File: src/hw/adrs_pkg.sv
package adrs_pkg;
  // channel count and sample width of the converter core
  localparam int ADRS_NCH = 8;
  localparam int ADRS_DW = 10;
  localparam int ADRS_CW = 3;
  localparam int ADRS_AW = 8;

  // register byte offsets on the bus
  localparam logic [7:0] ADRS_OFF_CTRL = 8'h00;
  localparam logic [7:0] ADRS_OFF_MODE = 8'h04;
  localparam logic [7:0] ADRS_OFF_CHEN = 8'h10;
  localparam logic [7:0] ADRS_OFF_STAT = 8'h1c;
  localparam logic [7:0] ADRS_OFF_LAST = 8'h20;
  localparam logic [7:0] ADRS_OFF_IRQ_STAT = 8'h24;
  localparam logic [7:0] ADRS_OFF_IRQ_MASK = 8'h28;
  localparam logic [7:0] ADRS_OFF_CHDATA = 8'h30;
  localparam logic [7:0] ADRS_OFF_CHDATA_END = 8'h4c;

  // field positions
  localparam int ADRS_CTRL_START = 0;
  localparam int ADRS_MODE_SLEEP = 0;
  localparam int ADRS_STAT_DONE_LSB = 0;
  localparam int ADRS_STAT_OVR_LSB = 8;
  localparam int ADRS_STAT_RDY = 16;
  localparam int ADRS_STAT_GOV = 17;
  localparam int ADRS_STAT_BUSY = 18;
  localparam int ADRS_STAT_SLEEP = 19;
  localparam int ADRS_LAST_CH_LSB = 12;

  // interrupt event bits
  localparam int ADRS_IRQ_W = 4;
  localparam int ADRS_IRQ_RDY = 0;
  localparam int ADRS_IRQ_GOV = 1;
  localparam int ADRS_IRQ_OVR = 2;
  localparam int ADRS_IRQ_SEQ = 3;

  // reset values
  localparam logic [ADRS_NCH-1:0] ADRS_CHEN_RST = 8'h00;
  localparam logic [ADRS_IRQ_W-1:0] ADRS_IRQ_RST = 4'h0;
  localparam logic [ADRS_DW-1:0] ADRS_DATA_RST = 10'h000;
  localparam logic [ADRS_CW-1:0] ADRS_CH_RST = 3'h0;
  localparam logic [ADRS_CW-1:0] ADRS_CH_LAST = 3'h7;
  localparam logic [31:0] ADRS_RD_ZERO = 32'h0000_0000;

  // sequencer states
  typedef enum logic [2:0] {
    ADRS_ST_IDLE = 3'b001,
    ADRS_ST_ISSUE = 3'b010,
    ADRS_ST_WAIT = 3'b100
  } adrs_state_t;
endpackage

File: src/hw/adrs_chan.sv
// per-channel result holder with conversion-done and overrun flags
module adrs_chan
  import adrs_pkg::*;
(
  input wire logic core_clk_i,
  input wire logic rstn_i,
  input wire logic store_i,
  input wire logic [ADRS_DW-1:0] data_i,
  input wire logic clr_done_i,
  input wire logic clr_ovr_i,
  output logic [ADRS_DW-1:0] data_o,
  output logic done_o,
  output logic ovr_o
);
  // result is kept only when the sequencer says it is really stored
  always_ff @(posedge core_clk_i) begin
    if (!rstn_i) begin
      data_o <= ADRS_DATA_RST;
    end else if (store_i) begin
      data_o <= data_i;
    end
  end

  // set beats clear so a conversion landing on a read is never lost
  always_ff @(posedge core_clk_i) begin
    if (!rstn_i) begin
      done_o <= 1'b0;
    end else begin
      done_o <= store_i | (done_o & ~clr_done_i);
    end
  end

  // overrun: a new result while the old one is still unread
  always_ff @(posedge core_clk_i) begin
    if (!rstn_i) begin
      ovr_o <= 1'b0;
    end else begin
      ovr_o <= (store_i & done_o & ~clr_done_i)
        | (ovr_o & ~clr_ovr_i);
    end
  end
endmodule

File: src/hw/adrs_seq.sv
// walks the enabled channels, one conversion at a time, and handles sleep
module adrs_seq
  import adrs_pkg::*;
(
  input wire logic core_clk_i,
  input wire logic rstn_i,
  input wire logic start_i,
  input wire logic [ADRS_NCH-1:0] chan_en_i,
  input wire logic sleep_en_i,
  input wire logic eoc_i,
  output logic conv_start_o,
  output logic [ADRS_CW-1:0] conv_chan_o,
  output logic sleep_o,
  output logic busy_o,
  output logic seq_done_o,
  output logic conv_end_o
);
  adrs_state_t state;
  logic last_ch;

  assign last_ch = (conv_chan_o == ADRS_CH_LAST);
  // an end of conversion only counts while a conversion is pending
  assign conv_end_o = eoc_i & (state == ADRS_ST_WAIT);

  // scan one channel per cycle; disabled ones are skipped
  always_ff @(posedge core_clk_i) begin
    if (!rstn_i) begin
      state <= ADRS_ST_IDLE;
      conv_chan_o <= ADRS_CH_RST;
      conv_start_o <= 1'b0;
      seq_done_o <= 1'b0;
    end else begin
      conv_start_o <= 1'b0;
      seq_done_o <= 1'b0;
      case (state)
        ADRS_ST_IDLE: begin
          if (start_i) begin
            conv_chan_o <= ADRS_CH_RST;
            state <= ADRS_ST_ISSUE;
          end
        end
        ADRS_ST_ISSUE: begin
          if (chan_en_i[conv_chan_o]) begin
            conv_start_o <= 1'b1;
            state <= ADRS_ST_WAIT;
          end else if (last_ch) begin
            seq_done_o <= 1'b1;
            state <= ADRS_ST_IDLE;
          end else begin
            conv_chan_o <= conv_chan_o + 3'h1;
          end
        end
        ADRS_ST_WAIT: begin
          if (eoc_i && last_ch) begin
            seq_done_o <= 1'b1;
            state <= ADRS_ST_IDLE;
          end else if (eoc_i) begin
            conv_chan_o <= conv_chan_o + 3'h1;
            state <= ADRS_ST_ISSUE;
          end
        end
        default: begin
          state <= ADRS_ST_IDLE;
        end
      endcase
    end
  end

  assign busy_o = (state != ADRS_ST_IDLE);

  // sleep is only entered once a conversion ends, never straight from idle
  always_ff @(posedge core_clk_i) begin
    if (!rstn_i) begin
      sleep_o <= 1'b0;
    end else if (!sleep_en_i) begin
      sleep_o <= 1'b0;
    end else if (conv_end_o) begin
      sleep_o <= 1'b1;
    end else if (start_i && state == ADRS_ST_IDLE) begin
      sleep_o <= 1'b0;
    end
  end
endmodule

File: src/hw/adrs_top.sv
// What this block does
// - only a last-result read clears result-ready; channel reads leave it
// - channel or last-result read clears that channel's done flag
// - finished enabled conversion stores to channel and last result, sets ready
// - channel disabled before the cycle its conversion ends gets no done flag
// - conversion ending with done still set raises channel overrun
// - conversion ending with ready still set raises global overrun
// - status read resets channel overrun flags unless a new one arises
// - status read resets global overrun unless a new one arises
// - channel read clears only its own done flag
// - result-ready rises only when a result is really stored
// - sleep written while idle takes effect at next conversion end
module adrs_top
  import adrs_pkg::*;
(
  input wire logic core_clk_i,
  input wire logic rstn_i,
  input wire logic [ADRS_AW-1:0] avs_address_i,
  input wire logic avs_read_i,
  input wire logic avs_write_i,
  input wire logic [31:0] avs_writedata_i,
  input wire logic [3:0] avs_byteenable_i,
  output logic [31:0] avs_readdata_o,
  output logic avs_waitrequest_o,
  input wire logic eoc_i,
  input wire logic [ADRS_DW-1:0] eoc_data_i,
  output logic conv_start_o,
  output logic [ADRS_CW-1:0] conv_chan_o,
  output logic sleep_o,
  output logic irq_o
);
  // software-visible state
  logic [ADRS_NCH-1:0] chan_en;
  logic sleep_en;
  logic [ADRS_DW-1:0] latest_result_reg;
  logic [ADRS_CW-1:0] last_chan;
  logic result_ready_flag;
  logic global_overrun_flag;
  logic [ADRS_IRQ_W-1:0] irq_stat;
  logic [ADRS_IRQ_W-1:0] irq_mask;

  // per-channel state
  logic [ADRS_DW-1:0] ch_data [ADRS_NCH];
  logic [ADRS_NCH-1:0] ch_done;
  logic [ADRS_NCH-1:0] channel_overrun_flag;
  logic [ADRS_NCH-1:0] ch_store;
  logic [ADRS_NCH-1:0] ch_clr_done;

  // bus decode
  logic acc;
  logic rd_acc;
  logic wr_acc;
  logic wr_lane0;
  logic rd_stat;
  logic rd_last;
  logic rd_chdata;
  logic [ADRS_CW-1:0] rd_chan;
  logic [31:0] rd_mux;
  logic start_cmd;
  logic wr_mode;
  logic wr_chen;
  logic wr_irq_stat;
  logic wr_irq_mask;
  logic [ADRS_IRQ_W-1:0] next_irq_stat;

  // sequencer links
  logic busy;
  logic seq_done;
  logic conv_end;
  logic store;
  logic new_gov;
  logic [ADRS_IRQ_W-1:0] irq_evt;

  // the request is taken on the first cycle it is seen while waitrequest
  // is high; the answer follows exactly one cycle later
  assign acc = (avs_read_i | avs_write_i) & avs_waitrequest_o;
  assign rd_acc = acc & avs_read_i;
  assign wr_acc = acc & avs_write_i;
  assign wr_lane0 = wr_acc & avs_byteenable_i[0];

  // read side effects are keyed to the decoded register
  assign rd_stat = rd_acc & (avs_address_i == ADRS_OFF_STAT);
  assign rd_last = rd_acc & (avs_address_i == ADRS_OFF_LAST);
  assign rd_chdata = rd_acc & (avs_address_i >= ADRS_OFF_CHDATA)
    & (avs_address_i <= ADRS_OFF_CHDATA_END)
    & (avs_address_i[1:0] == 2'h0);
  assign rd_chan = ADRS_CW'((avs_address_i - ADRS_OFF_CHDATA) >> 2);

  // start is a strobe; a start while busy is simply ignored by the sequencer
  assign start_cmd = wr_lane0 & (avs_address_i == ADRS_OFF_CTRL)
    & avs_writedata_i[ADRS_CTRL_START];

  // write strobes per register; every write needs byte lane 0, since
  // all writable fields sit in bits 7:0 and other lanes are ignored
  assign wr_mode = wr_lane0 & (avs_address_i == ADRS_OFF_MODE);
  assign wr_chen = wr_lane0 & (avs_address_i == ADRS_OFF_CHEN);
  assign wr_irq_stat = wr_lane0 & (avs_address_i == ADRS_OFF_IRQ_STAT);
  assign wr_irq_mask = wr_lane0 & (avs_address_i == ADRS_OFF_IRQ_MASK);

  // waitrequest stays high between requests; low for one answer cycle
  // so back-to-back requests are taken every other cycle at most
  always_ff @(posedge core_clk_i) begin
    if (!rstn_i) begin
      avs_waitrequest_o <= 1'b1;
    end else begin
      avs_waitrequest_o <= ~acc;
    end
  end

  // read data snapshot taken with the side effects, so both agree
  // an event landing on the taking edge shows in the next read instead
  always_ff @(posedge core_clk_i) begin
    if (!rstn_i) begin
      avs_readdata_o <= ADRS_RD_ZERO;
    end else if (rd_acc) begin
      avs_readdata_o <= rd_mux;
    end
  end

  // read multiplexer; unmapped offsets read as zero
  // channel data words share one decode: address range and word alignment
  always_comb begin
    rd_mux = ADRS_RD_ZERO;
    case (avs_address_i)
      ADRS_OFF_MODE: begin
        rd_mux[ADRS_MODE_SLEEP] = sleep_en;
      end
      ADRS_OFF_CHEN: begin
        rd_mux[ADRS_NCH-1:0] = chan_en;
      end
      ADRS_OFF_STAT: begin
        rd_mux[ADRS_STAT_DONE_LSB +: ADRS_NCH] = ch_done;
        rd_mux[ADRS_STAT_OVR_LSB +: ADRS_NCH] = channel_overrun_flag;
        rd_mux[ADRS_STAT_RDY] = result_ready_flag;
        rd_mux[ADRS_STAT_GOV] = global_overrun_flag;
        rd_mux[ADRS_STAT_BUSY] = busy;
        rd_mux[ADRS_STAT_SLEEP] = sleep_o;
      end
      ADRS_OFF_LAST: begin
        rd_mux[ADRS_DW-1:0] = latest_result_reg;
        rd_mux[ADRS_LAST_CH_LSB +: ADRS_CW] = last_chan;
      end
      ADRS_OFF_IRQ_STAT: begin
        rd_mux[ADRS_IRQ_W-1:0] = irq_stat;
      end
      ADRS_OFF_IRQ_MASK: begin
        rd_mux[ADRS_IRQ_W-1:0] = irq_mask;
      end
      default: begin
        if (rd_chdata) begin
          rd_mux[ADRS_DW-1:0] = ch_data[rd_chan];
        end
      end
    endcase
  end

  // channel enable mask
  // a channel disabled before the cycle its conversion ends loses that result altogether
  always_ff @(posedge core_clk_i) begin
    if (!rstn_i) begin
      chan_en <= ADRS_CHEN_RST;
    end else if (wr_chen) begin
      chan_en <= avs_writedata_i[ADRS_NCH-1:0];
    end
  end

  // sleep setting; it only arms the sequencer, which picks the moment
  // written while idle, it waits for the end of the next conversion
  always_ff @(posedge core_clk_i) begin
    if (!rstn_i) begin
      sleep_en <= 1'b0;
    end else if (wr_mode) begin
      sleep_en <= avs_writedata_i[ADRS_MODE_SLEEP];
    end
  end

  adrs_seq u_seq (
    .core_clk_i(core_clk_i),
    .rstn_i(rstn_i),
    .start_i(start_cmd),
    .chan_en_i(chan_en),
    .sleep_en_i(sleep_en),
    .eoc_i(eoc_i),
    .conv_start_o(conv_start_o),
    .conv_chan_o(conv_chan_o),
    .sleep_o(sleep_o),
    .busy_o(busy),
    .seq_done_o(seq_done),
    .conv_end_o(conv_end)
  );

  // a result is stored only if its own channel is still enabled; other
  // channels' enables play no part, so a disable elsewhere cannot mask it
  // a disable written in the same cycle as the conversion end is too late
  assign store = conv_end & chan_en[conv_chan_o];

  // a new global overrun: stored result on top of an unread one
  // a last-result read in the same cycle consumes the old one: no overrun
  assign new_gov = store & result_ready_flag & ~rd_last;

  // per-channel store and done-clear strobes
  genvar gi;
  generate
    for (gi = 0; gi < ADRS_NCH; gi++) begin : g_ch
      assign ch_store[gi] = store & (conv_chan_o == ADRS_CW'(gi));
      // only the addressed channel, or the one named by last result
      assign ch_clr_done[gi] =
        (rd_chdata & (rd_chan == ADRS_CW'(gi)))
        | (rd_last & (last_chan == ADRS_CW'(gi)));

      adrs_chan u_chan (
        .core_clk_i(core_clk_i),
        .rstn_i(rstn_i),
        .store_i(ch_store[gi]),
        .data_i(eoc_data_i),
        .clr_done_i(ch_clr_done[gi]),
        .clr_ovr_i(rd_stat),
        .data_o(ch_data[gi]),
        .done_o(ch_done[gi]),
        .ovr_o(channel_overrun_flag[gi])
      );
    end
  endgenerate

  // shared last result, tagged with its channel
  // the tag tells a last-result read which done flag to clear
  always_ff @(posedge core_clk_i) begin
    if (!rstn_i) begin
      latest_result_reg <= ADRS_DATA_RST;
      last_chan <= ADRS_CH_RST;
    end else if (store) begin
      latest_result_reg <= eoc_data_i;
      last_chan <= conv_chan_o;
    end
  end

  // result ready: set by a real store, cleared only by a last-result read
  // a channel data read never touches it, even in the same cycle
  always_ff @(posedge core_clk_i) begin
    if (!rstn_i) begin
      result_ready_flag <= 1'b0;
    end else begin
      result_ready_flag <= store
        | (result_ready_flag & ~rd_last);
    end
  end

  // global overrun; a fresh overrun wins over the status-read reset
  always_ff @(posedge core_clk_i) begin
    if (!rstn_i) begin
      global_overrun_flag <= 1'b0;
    end else begin
      global_overrun_flag <= new_gov
        | (global_overrun_flag & ~rd_stat);
    end
  end

  // interrupt events
  assign irq_evt[ADRS_IRQ_RDY] = store;
  assign irq_evt[ADRS_IRQ_GOV] = new_gov;
  assign irq_evt[ADRS_IRQ_OVR] = |(ch_store & ch_done & ~ch_clr_done);
  assign irq_evt[ADRS_IRQ_SEQ] = seq_done;

  // sticky event bits, write one to clear; events are or-ed in after the
  // clear, so an event in the clear cycle survives and is never missed
  always_comb begin
    next_irq_stat = irq_stat;
    if (wr_irq_stat) begin
      next_irq_stat = irq_stat & ~avs_writedata_i[ADRS_IRQ_W-1:0];
    end
    next_irq_stat = next_irq_stat | irq_evt;
  end

  // event bits register
  always_ff @(posedge core_clk_i) begin
    if (!rstn_i) begin
      irq_stat <= ADRS_IRQ_RST;
    end else begin
      irq_stat <= next_irq_stat;
    end
  end

  // interrupt mask, same layout as the event bits
  always_ff @(posedge core_clk_i) begin
    if (!rstn_i) begin
      irq_mask <= ADRS_IRQ_RST;
    end else if (wr_irq_mask) begin
      irq_mask <= avs_writedata_i[ADRS_IRQ_W-1:0];
    end
  end

  // level interrupt, registered; lags the status bit by one cycle
  // the output then comes straight from a flop, at one cycle of latency
  always_ff @(posedge core_clk_i) begin
    if (!rstn_i) begin
      irq_o <= 1'b0;
    end else begin
      irq_o <= |(irq_stat & irq_mask);
    end
  end
endmodule

File: config.mk
export PLATFORM = sky130hd
export DESIGN_NAME = adrs_top
export DESIGN_NICKNAME = d
export VERILOG_FILES = /design/src/hw/adrs_pkg.sv /design/src/hw/adrs_chan.sv /design/src/hw/adrs_seq.sv /design/src/hw/adrs_top.sv
export SDC_FILE = /design/constraint.sdc
export NUM_CORES = 1
export LEC_CHECK = 0
export BUFFER_PORTS_ARGS = -buffer_cell sky130_fd_sc_hd__buf_2
export CORE_MARGIN = 8
export CORE_UTILIZATION = 55
export DETAILED_ROUTE_END_ITERATION = 8
export GPL_ROUTABILITY_DRIVEN = 0
export GPL_TIMING_DRIVEN = 0
export HOLD_SLACK_MARGIN = 0.06
export PLACE_DENSITY = 0.77
export SETUP_SLACK_MARGIN = 0.2
export SYNTH_ARGS = -nofsm -noshare
export SYNTH_HDL_FRONTEND = slang
export SYNTH_SLANG_ARGS = --single-unit
File: constraint.sdc
create_clock -name core_clk_i -period 3.45 [get_ports core_clk_i]
set_input_delay 0.69 -clock core_clk_i [delete_from_list [all_inputs] [get_ports core_clk_i]]
set_output_delay 0.69 -clock core_clk_i [all_outputs]
set_load 0.01 [all_outputs]
==> impl_metrics.env <==
export IMPL_grt_pass1_vias=6189
export IMPL_r2r_start="u_seq.conv_chan_o[1]"
export IMPL_rrSetupSlack_ps=370
export IMPL_cts_tree="built"
export IMPL_synth_flop_cell="dfxtp_1"
export IMPL_yosys_register_bits=159
export IMPL_p_leak_uw=0.00334
export IMPL_io_pins=98
export IMPL_cp_data_required_time_ps=3750
export IMPL_final_cell_mix="dfxtp_1, nand2_1, nor2_1, mux2i_1, a21oi_1"
export IMPL_grt_start_max_net_pins=17
export IMPL_finClkSkew_ps=6.40
export IMPL_syn2layout_area_growth_pct=14.5
export IMPL_status="finished clean"
export IMPL_setup_viol=0
export IMPL_cp_start_kind="register"
export IMPL_power_uw=3880
export IMPL_yosysWarnings=0
export IMPL_cts_buffers=17
export IMPL_largest_register_ffs=80
export IMPL_insertion_delay_ps=440
export IMPL_nNetsFinal=946
export IMPL_clk_pin_slew_ps=60
export IMPL_antenna_found_initial=0
export IMPL_timing_hold_ws_ps=445
export IMPL_die_w_um=131
export IMPL_cts_setup_buffers=0
export IMPL_hold_violations=0
export IMPL_post_cts_resized=0
export IMPL_start_util=0.556
export IMPL_viasPerCell=6.05
export IMPL_maxSlewViolCount=0
export IMPL_rsz0062_at_grt="no"
export IMPL_core_um2=13000
export IMPL_hpwl_um=15100
export IMPL_cp_end_kind="register"
export IMPL_dr_total_vias=6452
export IMPL_dr_first_iter_drc_count=621
export IMPL_seqPwrFrac=0.478
export IMPL_clockPowerShare=0.466
export IMPL_n_antenna_cell=0
export IMPL_p_int_uw=2990
export IMPL_min_delay_start="avs_readdata_o[11]"
export IMPL_critical_path_class="reg -> reg"
export IMPL_drive_gt1_frac=0.160
export IMPL_ys_seq_area_frac=0.439
export IMPL_worstPathMaxFanout=10
export IMPL_synth_edff_count=0
export IMPL_reg2reg_depth=7
export IMPL_power_switching_uw=887
export IMPL_die_area_um2=17100
export IMPL_min_delay_path_depth=2
export IMPL_min_to="avs_readdata_o[11]"
export IMPL_tns_ps=0
export IMPL_htreeDepth=4
export IMPL_syn_area_um2=7250
export IMPL_worstPathArrival_ps=3390
export IMPL_synth_distinct_cells=66
export IMPL_clock_tree_root_cell="clkbuf_16"
export IMPL_wl_um=21600
export IMPL_firstDrtPassIters=5
export IMPL_cts_num_sinks=159
export IMPL_clock_fmax_mhz=324
export IMPL_fp_dieH_um=131
export IMPL_power_density_nw_per_um2=467
export IMPL_comb_power_share=0.056
export IMPL_remaining_drc_errors=0
export IMPL_gr_total_overflow=0
export IMPL_ir_worst_vdd_v=0.000384
export IMPL_fin_crit_sh=0.894
export IMPL_rows=42
export IMPL_antenna_left=0
export IMPL_timing_rr_end="g_ch[7].u_chan.data_o[4]"
export IMPL_async_flop_share=0
export IMPL_grt_total_usage=0.264
export IMPL_avgSynthCellArea_um2=9.03
export IMPL_final_common_cell="dfxtp_1"
export IMPL_fillers=1163
export IMPL_period_needed_ps=3080
export IMPL_wl_per_cell_um=20.3
export IMPL_postCtsHoldBufs=0
export IMPL_grt_pass1_wl_um=33500
export IMPL_relSlewSlack=0.135
export IMPL_hold_path_class="reg -> reg"
export IMPL_clockBufferDepth=2
export IMPL_syn_inst=803
export IMPL_worst_pin_slew_ps=1290
export IMPL_p_sw_frac=0.229
export IMPL_portBuffers=48
export IMPL_max_cap_violations=0
[cells by family (layout without fill, tap and decap cells)]
| family | after synthesis | in the layout | synth area share |
|---|---|---|---|
| AO/OA/AOI/OAI | 146 | 146 | 0.129 |
| adder cells (fa/ha/maj) | 6 | 6 | 0.0104 |
| buffers and inverters | 83 | 159 | 0.0545 |
| flip-flops | 159 | 159 | 0.439 |
| multiplexers | 106 | 106 | 0.184 |
| other | 1 | 12 | 0.000517 |
| AND/OR/NAND/NOR | 302 | 302 | 0.183 |
[final cells by class]
cell class / instances / area (um^2) / share of cell area
buffer: 75 / 365 / 0.0440
clock buffer: 21 / 460 / 0.0555
tap: 176 / 220 / 0.0265
sequential: 159 / 3180 / 0.383
clock inverter: 7 / 90.1 / 0.0108
multi-input combinational: 572 / 3710 / 0.447
timing repair buffer: 48 / 240 / 0.0289
inverter: 8 / 30.0 / 0.00362
[worst max-delay path, cell delays in order, from the launching register on]
cell and delay [ps]:
dfxtp_1 560, ha_1 250, ha_1 260, nand2_1 70
nor4_1 970, buf_2 520, mux2i_1 250, nor2_1 50
[how the worst max path moves through the flow]
stage                     cells past startpoint                        to            startpoint
after detailed placement                      7      g_ch[0].u_chan.ovr_o      avs_address_i[7]
final                                         7  g_ch[7].u_chan.data_o[4]  u_seq.conv_chan_o[1]
after global routing                          7  g_ch[7].u_chan.data_o[4]  u_seq.conv_chan_o[1]
after global placement                        8  g_ch[7].u_chan.data_o[2]                 eoc_i
after floorplan                               6               irq_stat[2]      avs_address_i[4]
after CTS                                     7  g_ch[7].u_chan.data_o[4]  u_seq.conv_chan_o[1]
[power by group through the flow]
stage | combinational (uW) | sequential [uW] | clock (uW)
after floorplan | 122 | 1900 | 0
after global placement | 210 | 1890 | 0
after detailed placement | 212 | 1890 | 0
after CTS | 213 | 1850 | 1810
after global routing | 230 | 1850 | 1900
final | 218 | 1850 | 1810
[routing by layer]
metal  track usage  vias up  wire length (um)
met4         0.155        0              1130
met2         0.407      370              9580
met1         0.327     3045              8650
met5             0        -                 0
li1              -     2950                 -
met3        0.0694       87              2240
[cells in the mapped netlist, types with 4 or more instances]
master    count  area share
a22oi_1       5      0.0052
nand2b_1      6      0.0052
and2_1        5      0.0043
o211ai_1      4      0.0041
mux4_2       21       0.065
nand4_1       4      0.0035
buf_4        15       0.016
nand3_1      23       0.016
mux2_2        5      0.0078
buf_2        16       0.011
nor2b_1       5      0.0043
clkbuf_1     41       0.021
a21oi_1      73       0.050
and3_1        4      0.0035
a221oi_1      5      0.0060
mux2i_1      79        0.11
dfxtp_1     159        0.44
nand2_1     125       0.065
a31oi_1       6      0.0052
ha_1          6       0.010
nor3_1        8      0.0055
inv_1         7      0.0036
nor2_1      102       0.053
a211oi_1      4      0.0041
o21ai_0      18       0.012
[stage by stage]
step	utilization	worst slack [ps]	cells	area (um^2)
finish	0.637	365	1066	8300
detailed placement	0.595	316	1038	7750
global route	0.637	285	1066	8300
CTS	0.637	406	1066	8300
global placement	0.595	328	1038	7750
floorplan	-	1020	814	7290
No activity file was read; power rests on OpenSTA's default activity.
